File: config.mk
export PLATFORM = sky130hd
export DESIGN_NAME = port_link_strap_defaults
export DESIGN_NICKNAME = d
export VERILOG_FILES = /design/src/inc/strap_pkg.sv /design/src/rtl/strap_capture.sv /design/src/rtl/port_link_strap_defaults.sv
export SDC_FILE = /design/constraint.sdc
export NUM_CORES = 1
export LEC_CHECK = 0
export CORE_MARGIN = 1.5
export CORE_UTILIZATION = 55
export CTS_BUF_LIST = sky130_fd_sc_hd__clkbuf_16
export DETAILED_ROUTE_END_ITERATION = 7
export DONT_BUFFER_PORTS = 1
export PLACE_DENSITY = 0.73
export SKIP_CTS_REPAIR_TIMING = 1
export SYNTH_ARGS = -nofsm -noshare
export SYNTH_HDL_FRONTEND = slang
export SYNTH_SLANG_ARGS = --single-unit
File: constraint.sdc
create_clock -name clock_i -period 1.92 [get_ports clock_i]
set_input_delay 0.192 -clock clock_i [delete_from_list [all_inputs] [get_ports clock_i]]
set_output_delay 0.192 -clock clock_i [all_outputs]
set_load 0.005 [all_outputs]
File: src/inc/strap_pkg.sv
package strap_pkg;

	// ****************************************************************
	// Strap vector layout
	// ****************************************************************
	localparam int STRAP_W = 5;
	localparam int S_SPEED = 0;
	localparam int S_DUPLEX = 1;
	localparam int S_BACKPR = 2;
	localparam int S_PAUSE = 3;
	localparam int S_MANUAL = 4;

	// Tie-off defaults: speed, duplex, backpressure, pause high; manual low
	localparam logic [STRAP_W-1:0] STRAP_DEFAULT = 5'h0f;

	// ****************************************************************
	// Register field positions
	// ****************************************************************
	localparam int BC_SPEED_LSB_BIT = 13;
	localparam int BC_DUPLEX_BIT = 8;
	localparam int ADV_10FD_BIT = 6;
	localparam int ADV_10HD_BIT = 5;
	localparam int MODE_W = 3;

	// Mode field encodings for the special modes register
	localparam logic [MODE_W-1:0] MODE_10HD = 3'h0;
	localparam logic [MODE_W-1:0] MODE_10FD = 3'h1;
	localparam logic [MODE_W-1:0] MODE_100HD = 3'h2;
	localparam logic [MODE_W-1:0] MODE_100FD = 3'h3;

	// ****************************************************************
	// Software register map (byte addresses)
	// ****************************************************************
	localparam int ADDR_W = 8;
	localparam logic [ADDR_W-1:0] OFF_LATCHED = 8'h00;
	localparam logic [ADDR_W-1:0] OFF_ACTIVE = 8'h04;
	localparam logic [ADDR_W-1:0] OFF_OUTPUTS = 8'h08;
	localparam logic [ADDR_W-1:0] OFF_FLOWCTL = 8'h0c;
	localparam logic [ADDR_W-1:0] OFF_CONTROL = 8'h10;

	// Control register bits (write only pulses)
	localparam int CTL_DIGITAL_RESET = 0;
	localparam int CTL_RELOAD = 1;

	// Pin synchroniser depth
	localparam int SYNC_STAGES = 2;

	typedef enum logic [1:0] {
		ST_IDLE = 2'b00,
		ST_RESTORE = 2'b01,
		ST_LOADED = 2'b11
	} load_state_e;

endpackage

File: src/rtl/strap_capture.sv
`timescale 1ns/100ps
// Holds the latched pin values apart from all configuration registers
module strap_capture
	import strap_pkg::*;
(
	// Clock and reset
	input wire logic clock_i,
	input wire logic rstn_i,
	// Capture
	input wire logic capture_i,
	input wire logic [STRAP_W-1:0] pins_i,
	// Stored value
	output logic [STRAP_W-1:0] latched_o
);

	always_ff @(posedge clock_i) begin
		if (!rstn_i) begin
			latched_o <= STRAP_DEFAULT;
		end else if (capture_i) begin
			latched_o <= pins_i;
		end
	end

endmodule // strap_capture

File: src/rtl/port_link_strap_defaults.sv
`timescale 1ns/100ps
// Summary of operation
// - Speed strap sets reset speed-select low bit; low 10 Mbps, high 100 Mbps.
// - Speed strap defaults high, so port comes up at 100 Mbps.
// - Speed strap also sets 10BASE-T full and half duplex advertisement bits.
// - Three-bit mode field derives from both speed and duplex straps.
// - Duplex strap sets reset duplex bit; low half, high full duplex.
// - Duplex strap defaults high, so port comes up full duplex.
// - Of the advertisement bits, duplex strap affects only the 10BASE-T full duplex bit.
// - Backpressure strap, default high, sets backpressure enable reset value.
// - Pause strap, default high, loads both transmit and receive pause enables.
// - Transmit and receive pause enables apply only under manual pause selection.
// - Straps latch at reset release; loader values override them.
// - Digital reset or reload without valid EEPROM restores latched values, no resample.
// - Manual strap high uses enable bits; low follows auto-negotiation results.
module port_link_strap_defaults
	import strap_pkg::*;
(
	// Clock and reset
	input wire logic clock_i,
	input wire logic rstn_i,
	// Strap pins, asynchronous
	input wire logic port1_speed_default_pin_i,
	input wire logic port1_duplex_default_pin_i,
	input wire logic port1_backpressure_default_pin_i,
	input wire logic port1_pause_default_pin_i,
	input wire logic port1_manual_pause_select_pin_i,
	// Chip reset logic
	input wire logic digital_reset_i,
	// EEPROM loader
	input wire logic loader_valid_i,
	input wire logic [STRAP_W-1:0] loader_straps_i,
	input wire logic loader_done_i,
	input wire logic eeprom_usable_i,
	// Auto-negotiation results
	input wire logic an_pause_transmit_i,
	input wire logic an_pause_receive_i,
	// Register port
	input wire logic [ADDR_W-1:0] reg_addr_i,
	input wire logic [31:0] reg_wdata_i,
	input wire logic reg_write_i,
	input wire logic reg_read_i,
	output logic [31:0] reg_rdata_o,
	// PHY register defaults
	output logic phy_rate_select_low_bit_o,
	output logic phy_halffull_bit_o,
	output logic adv_10_full_o,
	output logic adv_10_half_o,
	output logic [MODE_W-1:0] phy_mode_o,
	// Flow control register defaults and effective controls
	output logic port1_backpressure_enable_o,
	output logic port1_pause_transmit_enable_o,
	output logic port1_pause_receive_enable_o,
	output logic port1_manual_pause_control_o,
	output logic pause_transmit_active_o,
	output logic pause_receive_active_o,
	// Load status
	output logic defaults_valid_o
);

	// ****************************************************************
	// Pin synchronisers
	// ****************************************************************
	logic [STRAP_W-1:0] pins_raw;
	logic [STRAP_W-1:0] pins_meta;
	logic [STRAP_W-1:0] pins_sync;

	assign pins_raw[S_SPEED] = port1_speed_default_pin_i;
	assign pins_raw[S_DUPLEX] = port1_duplex_default_pin_i;
	assign pins_raw[S_BACKPR] = port1_backpressure_default_pin_i;
	assign pins_raw[S_PAUSE] = port1_pause_default_pin_i;
	assign pins_raw[S_MANUAL] = port1_manual_pause_select_pin_i;

	genvar gi;
	generate
		for (gi = 0; gi < STRAP_W; gi++) begin : g_sync
			always_ff @(posedge clock_i) begin
				if (!rstn_i) begin
					pins_meta[gi] <= STRAP_DEFAULT[gi];
					pins_sync[gi] <= STRAP_DEFAULT[gi];
				end else begin
					pins_meta[gi] <= pins_raw[gi];
					pins_sync[gi] <= pins_meta[gi];
				end
			end
		end
	endgenerate

	// ****************************************************************
	// Capture after reset release
	// ****************************************************************
	// Wait for the synchroniser to carry post-release pin levels
	logic [1:0] settle;
	logic capture;
	logic captured;

	always_ff @(posedge clock_i) begin
		if (!rstn_i) begin
			settle <= 2'h0;
		end else if (settle != 2'h3) begin
			settle <= settle + 2'h1;
		end
	end

	always_ff @(posedge clock_i) begin
		if (!rstn_i) begin
			captured <= 1'b0;
		end else if (capture) begin
			captured <= 1'b1;
		end
	end

	assign capture = (settle == 2'h2) && !captured;

	logic [STRAP_W-1:0] latched;

	strap_capture u_capture (
		.clock_i(clock_i),
		.rstn_i(rstn_i),
		.capture_i(capture),
		.pins_i(pins_sync),
		.latched_o(latched)
	);

	// ****************************************************************
	// Software control
	// ****************************************************************
	logic wr_control;
	logic sw_digital_reset;
	logic sw_reload;
	logic restore_req;

	assign wr_control = reg_write_i && (reg_addr_i == OFF_CONTROL);
	assign sw_digital_reset = wr_control && reg_wdata_i[CTL_DIGITAL_RESET];
	assign sw_reload = wr_control && reg_wdata_i[CTL_RELOAD];
	assign restore_req = digital_reset_i || sw_digital_reset || sw_reload;

	// ****************************************************************
	// Active strap values
	// ****************************************************************
	load_state_e state;
	load_state_e next_state;
	logic [STRAP_W-1:0] active;

	always_comb begin
		next_state = state;
		unique case (state)
			ST_IDLE: begin
				if (captured) begin
					next_state = ST_RESTORE;
				end
			end
			ST_RESTORE: begin
				if (loader_valid_i) begin
					next_state = ST_LOADED;
				end else if (loader_done_i) begin
					next_state = ST_LOADED;
				end
			end
			ST_LOADED: begin
				if (restore_req) begin
					next_state = ST_RESTORE;
				end
			end
			default: begin
				next_state = ST_IDLE;
			end
		endcase
	end

	always_ff @(posedge clock_i) begin
		if (!rstn_i) begin
			state <= ST_IDLE;
		end else begin
			state <= next_state;
		end
	end

	// Loader data win over latched pins; without a usable EEPROM the
	// originals come back without resampling the pins
	always_ff @(posedge clock_i) begin
		if (!rstn_i) begin
			active <= STRAP_DEFAULT;
		end else if (capture) begin
			active <= pins_sync;
		end else if (loader_valid_i && eeprom_usable_i && state != ST_IDLE) begin
			active <= loader_straps_i;
		end else if (restore_req && !eeprom_usable_i) begin
			active <= latched;
		end
	end

	always_ff @(posedge clock_i) begin
		if (!rstn_i) begin
			defaults_valid_o <= 1'b0;
		end else begin
			defaults_valid_o <= (next_state == ST_LOADED);
		end
	end

	// ****************************************************************
	// Derived register defaults
	// ****************************************************************
	logic [MODE_W-1:0] next_mode;

	always_comb begin
		unique case ({active[S_SPEED], active[S_DUPLEX]})
			2'b00: next_mode = MODE_10HD;
			2'b01: next_mode = MODE_10FD;
			2'b10: next_mode = MODE_100HD;
			2'b11: next_mode = MODE_100FD;
		endcase
	end

	always_ff @(posedge clock_i) begin
		if (!rstn_i) begin
			phy_rate_select_low_bit_o <= STRAP_DEFAULT[S_SPEED];
			phy_halffull_bit_o <= STRAP_DEFAULT[S_DUPLEX];
			adv_10_full_o <= STRAP_DEFAULT[S_SPEED] && STRAP_DEFAULT[S_DUPLEX];
			adv_10_half_o <= STRAP_DEFAULT[S_SPEED];
			phy_mode_o <= MODE_100FD;
		end else begin
			phy_rate_select_low_bit_o <= active[S_SPEED];
			phy_halffull_bit_o <= active[S_DUPLEX];
			adv_10_full_o <= active[S_SPEED] && active[S_DUPLEX];
			adv_10_half_o <= active[S_SPEED];
			phy_mode_o <= next_mode;
		end
	end

	// ****************************************************************
	// Flow control
	// ****************************************************************
	always_ff @(posedge clock_i) begin
		if (!rstn_i) begin
			port1_backpressure_enable_o <= STRAP_DEFAULT[S_BACKPR];
			port1_pause_transmit_enable_o <= STRAP_DEFAULT[S_PAUSE];
			port1_pause_receive_enable_o <= STRAP_DEFAULT[S_PAUSE];
			port1_manual_pause_control_o <= STRAP_DEFAULT[S_MANUAL];
		end else begin
			port1_backpressure_enable_o <= active[S_BACKPR];
			port1_pause_transmit_enable_o <= active[S_PAUSE];
			port1_pause_receive_enable_o <= active[S_PAUSE];
			port1_manual_pause_control_o <= active[S_MANUAL];
		end
	end

	always_ff @(posedge clock_i) begin
		if (!rstn_i) begin
			pause_transmit_active_o <= 1'b0;
			pause_receive_active_o <= 1'b0;
		end else if (port1_manual_pause_control_o) begin
			pause_transmit_active_o <= port1_pause_transmit_enable_o;
			pause_receive_active_o <= port1_pause_receive_enable_o;
		end else begin
			pause_transmit_active_o <= an_pause_transmit_i;
			pause_receive_active_o <= an_pause_receive_i;
		end
	end

	// ****************************************************************
	// Register read port
	// ****************************************************************
	always_ff @(posedge clock_i) begin
		if (!rstn_i) begin
			reg_rdata_o <= 32'h0;
		end else if (reg_read_i) begin
			unique case (reg_addr_i)
				OFF_LATCHED: reg_rdata_o <= {27'h0, latched};
				OFF_ACTIVE: reg_rdata_o <= {27'h0, active};
				OFF_OUTPUTS: reg_rdata_o <= {26'h0, phy_mode_o, adv_10_full_o, adv_10_half_o,
					phy_halffull_bit_o};
				OFF_FLOWCTL: reg_rdata_o <= {26'h0, pause_receive_active_o, pause_transmit_active_o,
					port1_manual_pause_control_o, port1_pause_receive_enable_o,
					port1_pause_transmit_enable_o, port1_backpressure_enable_o};
				default: reg_rdata_o <= 32'h0;
			endcase
		end else begin
			reg_rdata_o <= 32'h0;
		end
	end
endmodule // port_link_strap_defaults

==> out/metrics.yaml <==
outcome:
  status: "finished, violations left"
  violations: "negative hold slack"
min_path:
  min_path_type: "primary input to register"
route:
  dr.pass1.iters: 4
  wire_per_inst_um: 13.8
  drtIter0Drc: 49
  finalWirelength_mm: 3.14
  vias: 1138
  drt.antenna.violating_nets: 0
  viasPerCell: 5.01
  drc_errors: 0
placed_design:
  place_area_sq_mm: 0.00174
  place_hpwl_mm: 2.29
  place.gp.congestion: 0.743
  io_buffers: 0
timing:
  clock_skew_ps: 3.76
  worstMarginPinSlew_ps: 544
  max_freq_ghz: 0.593
  fin_crit_sh_pct: 87.8
  setup_viol: 0
  setup-tns-final_ps: 0
  finalCriticalPeriod_ps: 1690
  finalMaxSlewViolations: 0
  final-hold-violation-count: 1
  whs_ps: -3.39
  slew_headroom_pct: 63.6
  rsz0062_at_grt: "false"
synthesis:
  synth_edf_count: 0
  ys_seq_area_share_pct: 45.3
  yosys_register_bits: 42
  syn_inst: 182
  synth_top_area_cell: "dfxtp_1"
  yosysWarningCount: 0
  syn_area_sq_mm: 0.00186
  avgSynthCellArea_sq_um: 10.2
  async_flop_share_pct: 0
  synth_top_area_share_pct: 45.3
  ys_types: 39
  synthFlopType: "dfxtp_1"
  synth_area_leaders: "dfxtp_1, buf_4, mux4_2, nand2b_1, nor2_1"
critical_path:
  worstPathArrival_ps: 1810
  crit_start: "settle[0]"
  endpoint: "active[0]"
  rrSetupSlack_ps: 230
  criticalPathCategory: "register to register"
  r2r_cells: 6
  rr_startpoint: "settle[0]"
  required_ps: 2050
  reg2reg_to: "active[0]"
  crit_fanout: 11
  startpoint_type: "register"
  crit_path_end_kind: "register"
layout:
  diodes: 0
  area_growth_pct: 3.78
  final_common_cell: "dfxtp_1"
  layout.nets: 244
  drive_above_1_share_pct: 12.6
  layout_common_cells: "dfxtp_1, conb_1, nor2_1, nand2b_1"
  stdcell_area_sq_mm: 0.00193
die:
  die_area_sq_mm: 0.00373
  die_w_um: 61.1
  num_rows: 20
  ios: 106
  initial_utilization_pct: 59.3
  die_h_um: 61.1
  core_area_sq_mm: 0.00313
global_route:
  antenna_found_initial: 0
  grt_max_degree: 30
  grt.overflow.total: 0
  grt_pass1_vias: 1072
  grt_pass1_wl_mm: 4.87
  grtUsageTotal_pct: 18.9
power:
  worst_ir_drop_vdd_mv: 0.634
  p_total_w: 0.00213
  p_leak_nw: 0.782
  p_per_area_mw_per_mm2: 1110
clock_network:
  numCtsBuffers: 5
  h-tree-depth: 2
  clk_pin_slew_worst_paths_ps: 50
  worstSkewPairLatency_ps: 280
  cts_root_buf: "clkbuf_16"
  cts_tree: "yes"
  cts.sinks: 42
  clockBufferDepth: 2
job:
  max-cap-violations: 0
==> kinds of logic after synthesis <==
| group | count (synthesis) | share of synthesized area (%) |
|---|---|---|
| and+or+nand+nor | 68 | 22.0 |
| DFF | 42 | 45.3 |
| buffers and inverters | 40 | 15.7 |
| AOI/OAI and AO/OA | 22 | 8.36 |
| muxes | 6 | 6.61 |
| adders and majority gates | 2 | 1.35 |
| other | 1 | 0.202 |
| xor gates and xnor gates | 1 | 0.472 |
==> area by class of cell <==
| cell class | count | area, sq um |
|---|---|---|
| multi-input cells | 126 | 821 |
| clock buffers | 5 | 125 |
| repair buffers | 4 | 35.0 |
| well taps | 44 | 55.1 |
| fillers | 283 | 1200 |
| inverters | 3 | 11.3 |
| clock inverters | 3 | 37.5 |
| flip-flops and latches | 42 | 841 |
==> metal layers <==
metal	wire, um	part of all wire, %	up-vias	GRT usage [%]
met5	0	0	-	0
met1	1160	37	527	18.4
met4	55	1.8	0	8.39
met3	334	11	4	10.3
met2	1590	51	49	32.8
li1	-	-	558	-
==> worst max-delay path: stages, from the launching register on <==
cell,delay (ps)
dfxtp_1,370
inv_1,60
ha_1,220
and2b_2,280
nor3_1,290
and2_4,230
o311ai_2,100
==> flip-flops by register name, indices dropped and copies added (netlist names), 2 cells and up <==
name and flops:
u_capture.latched_o 5, reg_rdata_o 6, pins_sync 5, phy_mode_o 2
settle 2, state 2, active 5, pins_meta 5
==> report_power, final <==
| group | switching [W] | internal (W) | leakage [nW] |
|---|---|---|---|
| Sequential | 0.0000507 | 0.000942 | 0.344 |
| Combinational | 0.000115 | 0.000123 | 0.352 |
| Clock | 0.000299 | 0.000603 | 0.0864 |
| Total | 0.000465 | 0.00167 | 0.782 |
==> cells in the mapped netlist, drive strengths merged, types with 2 or more instances <==
cell type and count:
dfxtp 42, buf 32, nand2b 16, nor2 16
nand3 6, nor2b 6, a21oi 5, and2 5
and2b 5, mux4 5, o21ai 5, a211oi 4
clkbuf 4, nand2 4, o311ai 4, inv 3
or4 3, and4b 2, ha 2, nor3 2
==> worst min-delay path by stage <==
stage / slack, ps / start / cells after the start / to
final: -3 / rstn_i / 1 / pins_meta[2]
after floorplan: 290 / port1_speed_default_pin_i / 1 / pins_meta[0]
after CTS: -20 / rstn_i / 1 / port1_pause_receive_enable_o
after global routing: 2 / rstn_i / 1 / pins_meta[2]
after detailed placement: 270 / rstn_i / 1 / port1_pause_receive_enable_o
after global placement: 270 / rstn_i / 1 / port1_pause_receive_enable_o
==> metrics by stage <==
| stage | utilization (%) | cells | setup WS (ps) | hold WS (ps) |
|---|---|---|---|---|
| after floorplan | - | 208 | 82.4 | 293 |
| after global placement | 55.7 | 217 | 119 | 269 |
| after detailed placement | 55.7 | 217 | 95.9 | 272 |
| after CTS | 60.9 | 225 | 243 | -22.9 |
| after global routing | 61.6 | 227 | 58.5 | 2.08 |
| final | 61.6 | 227 | 234 | -3.39 |
No activity file was read; power rests on OpenSTA's default activity.
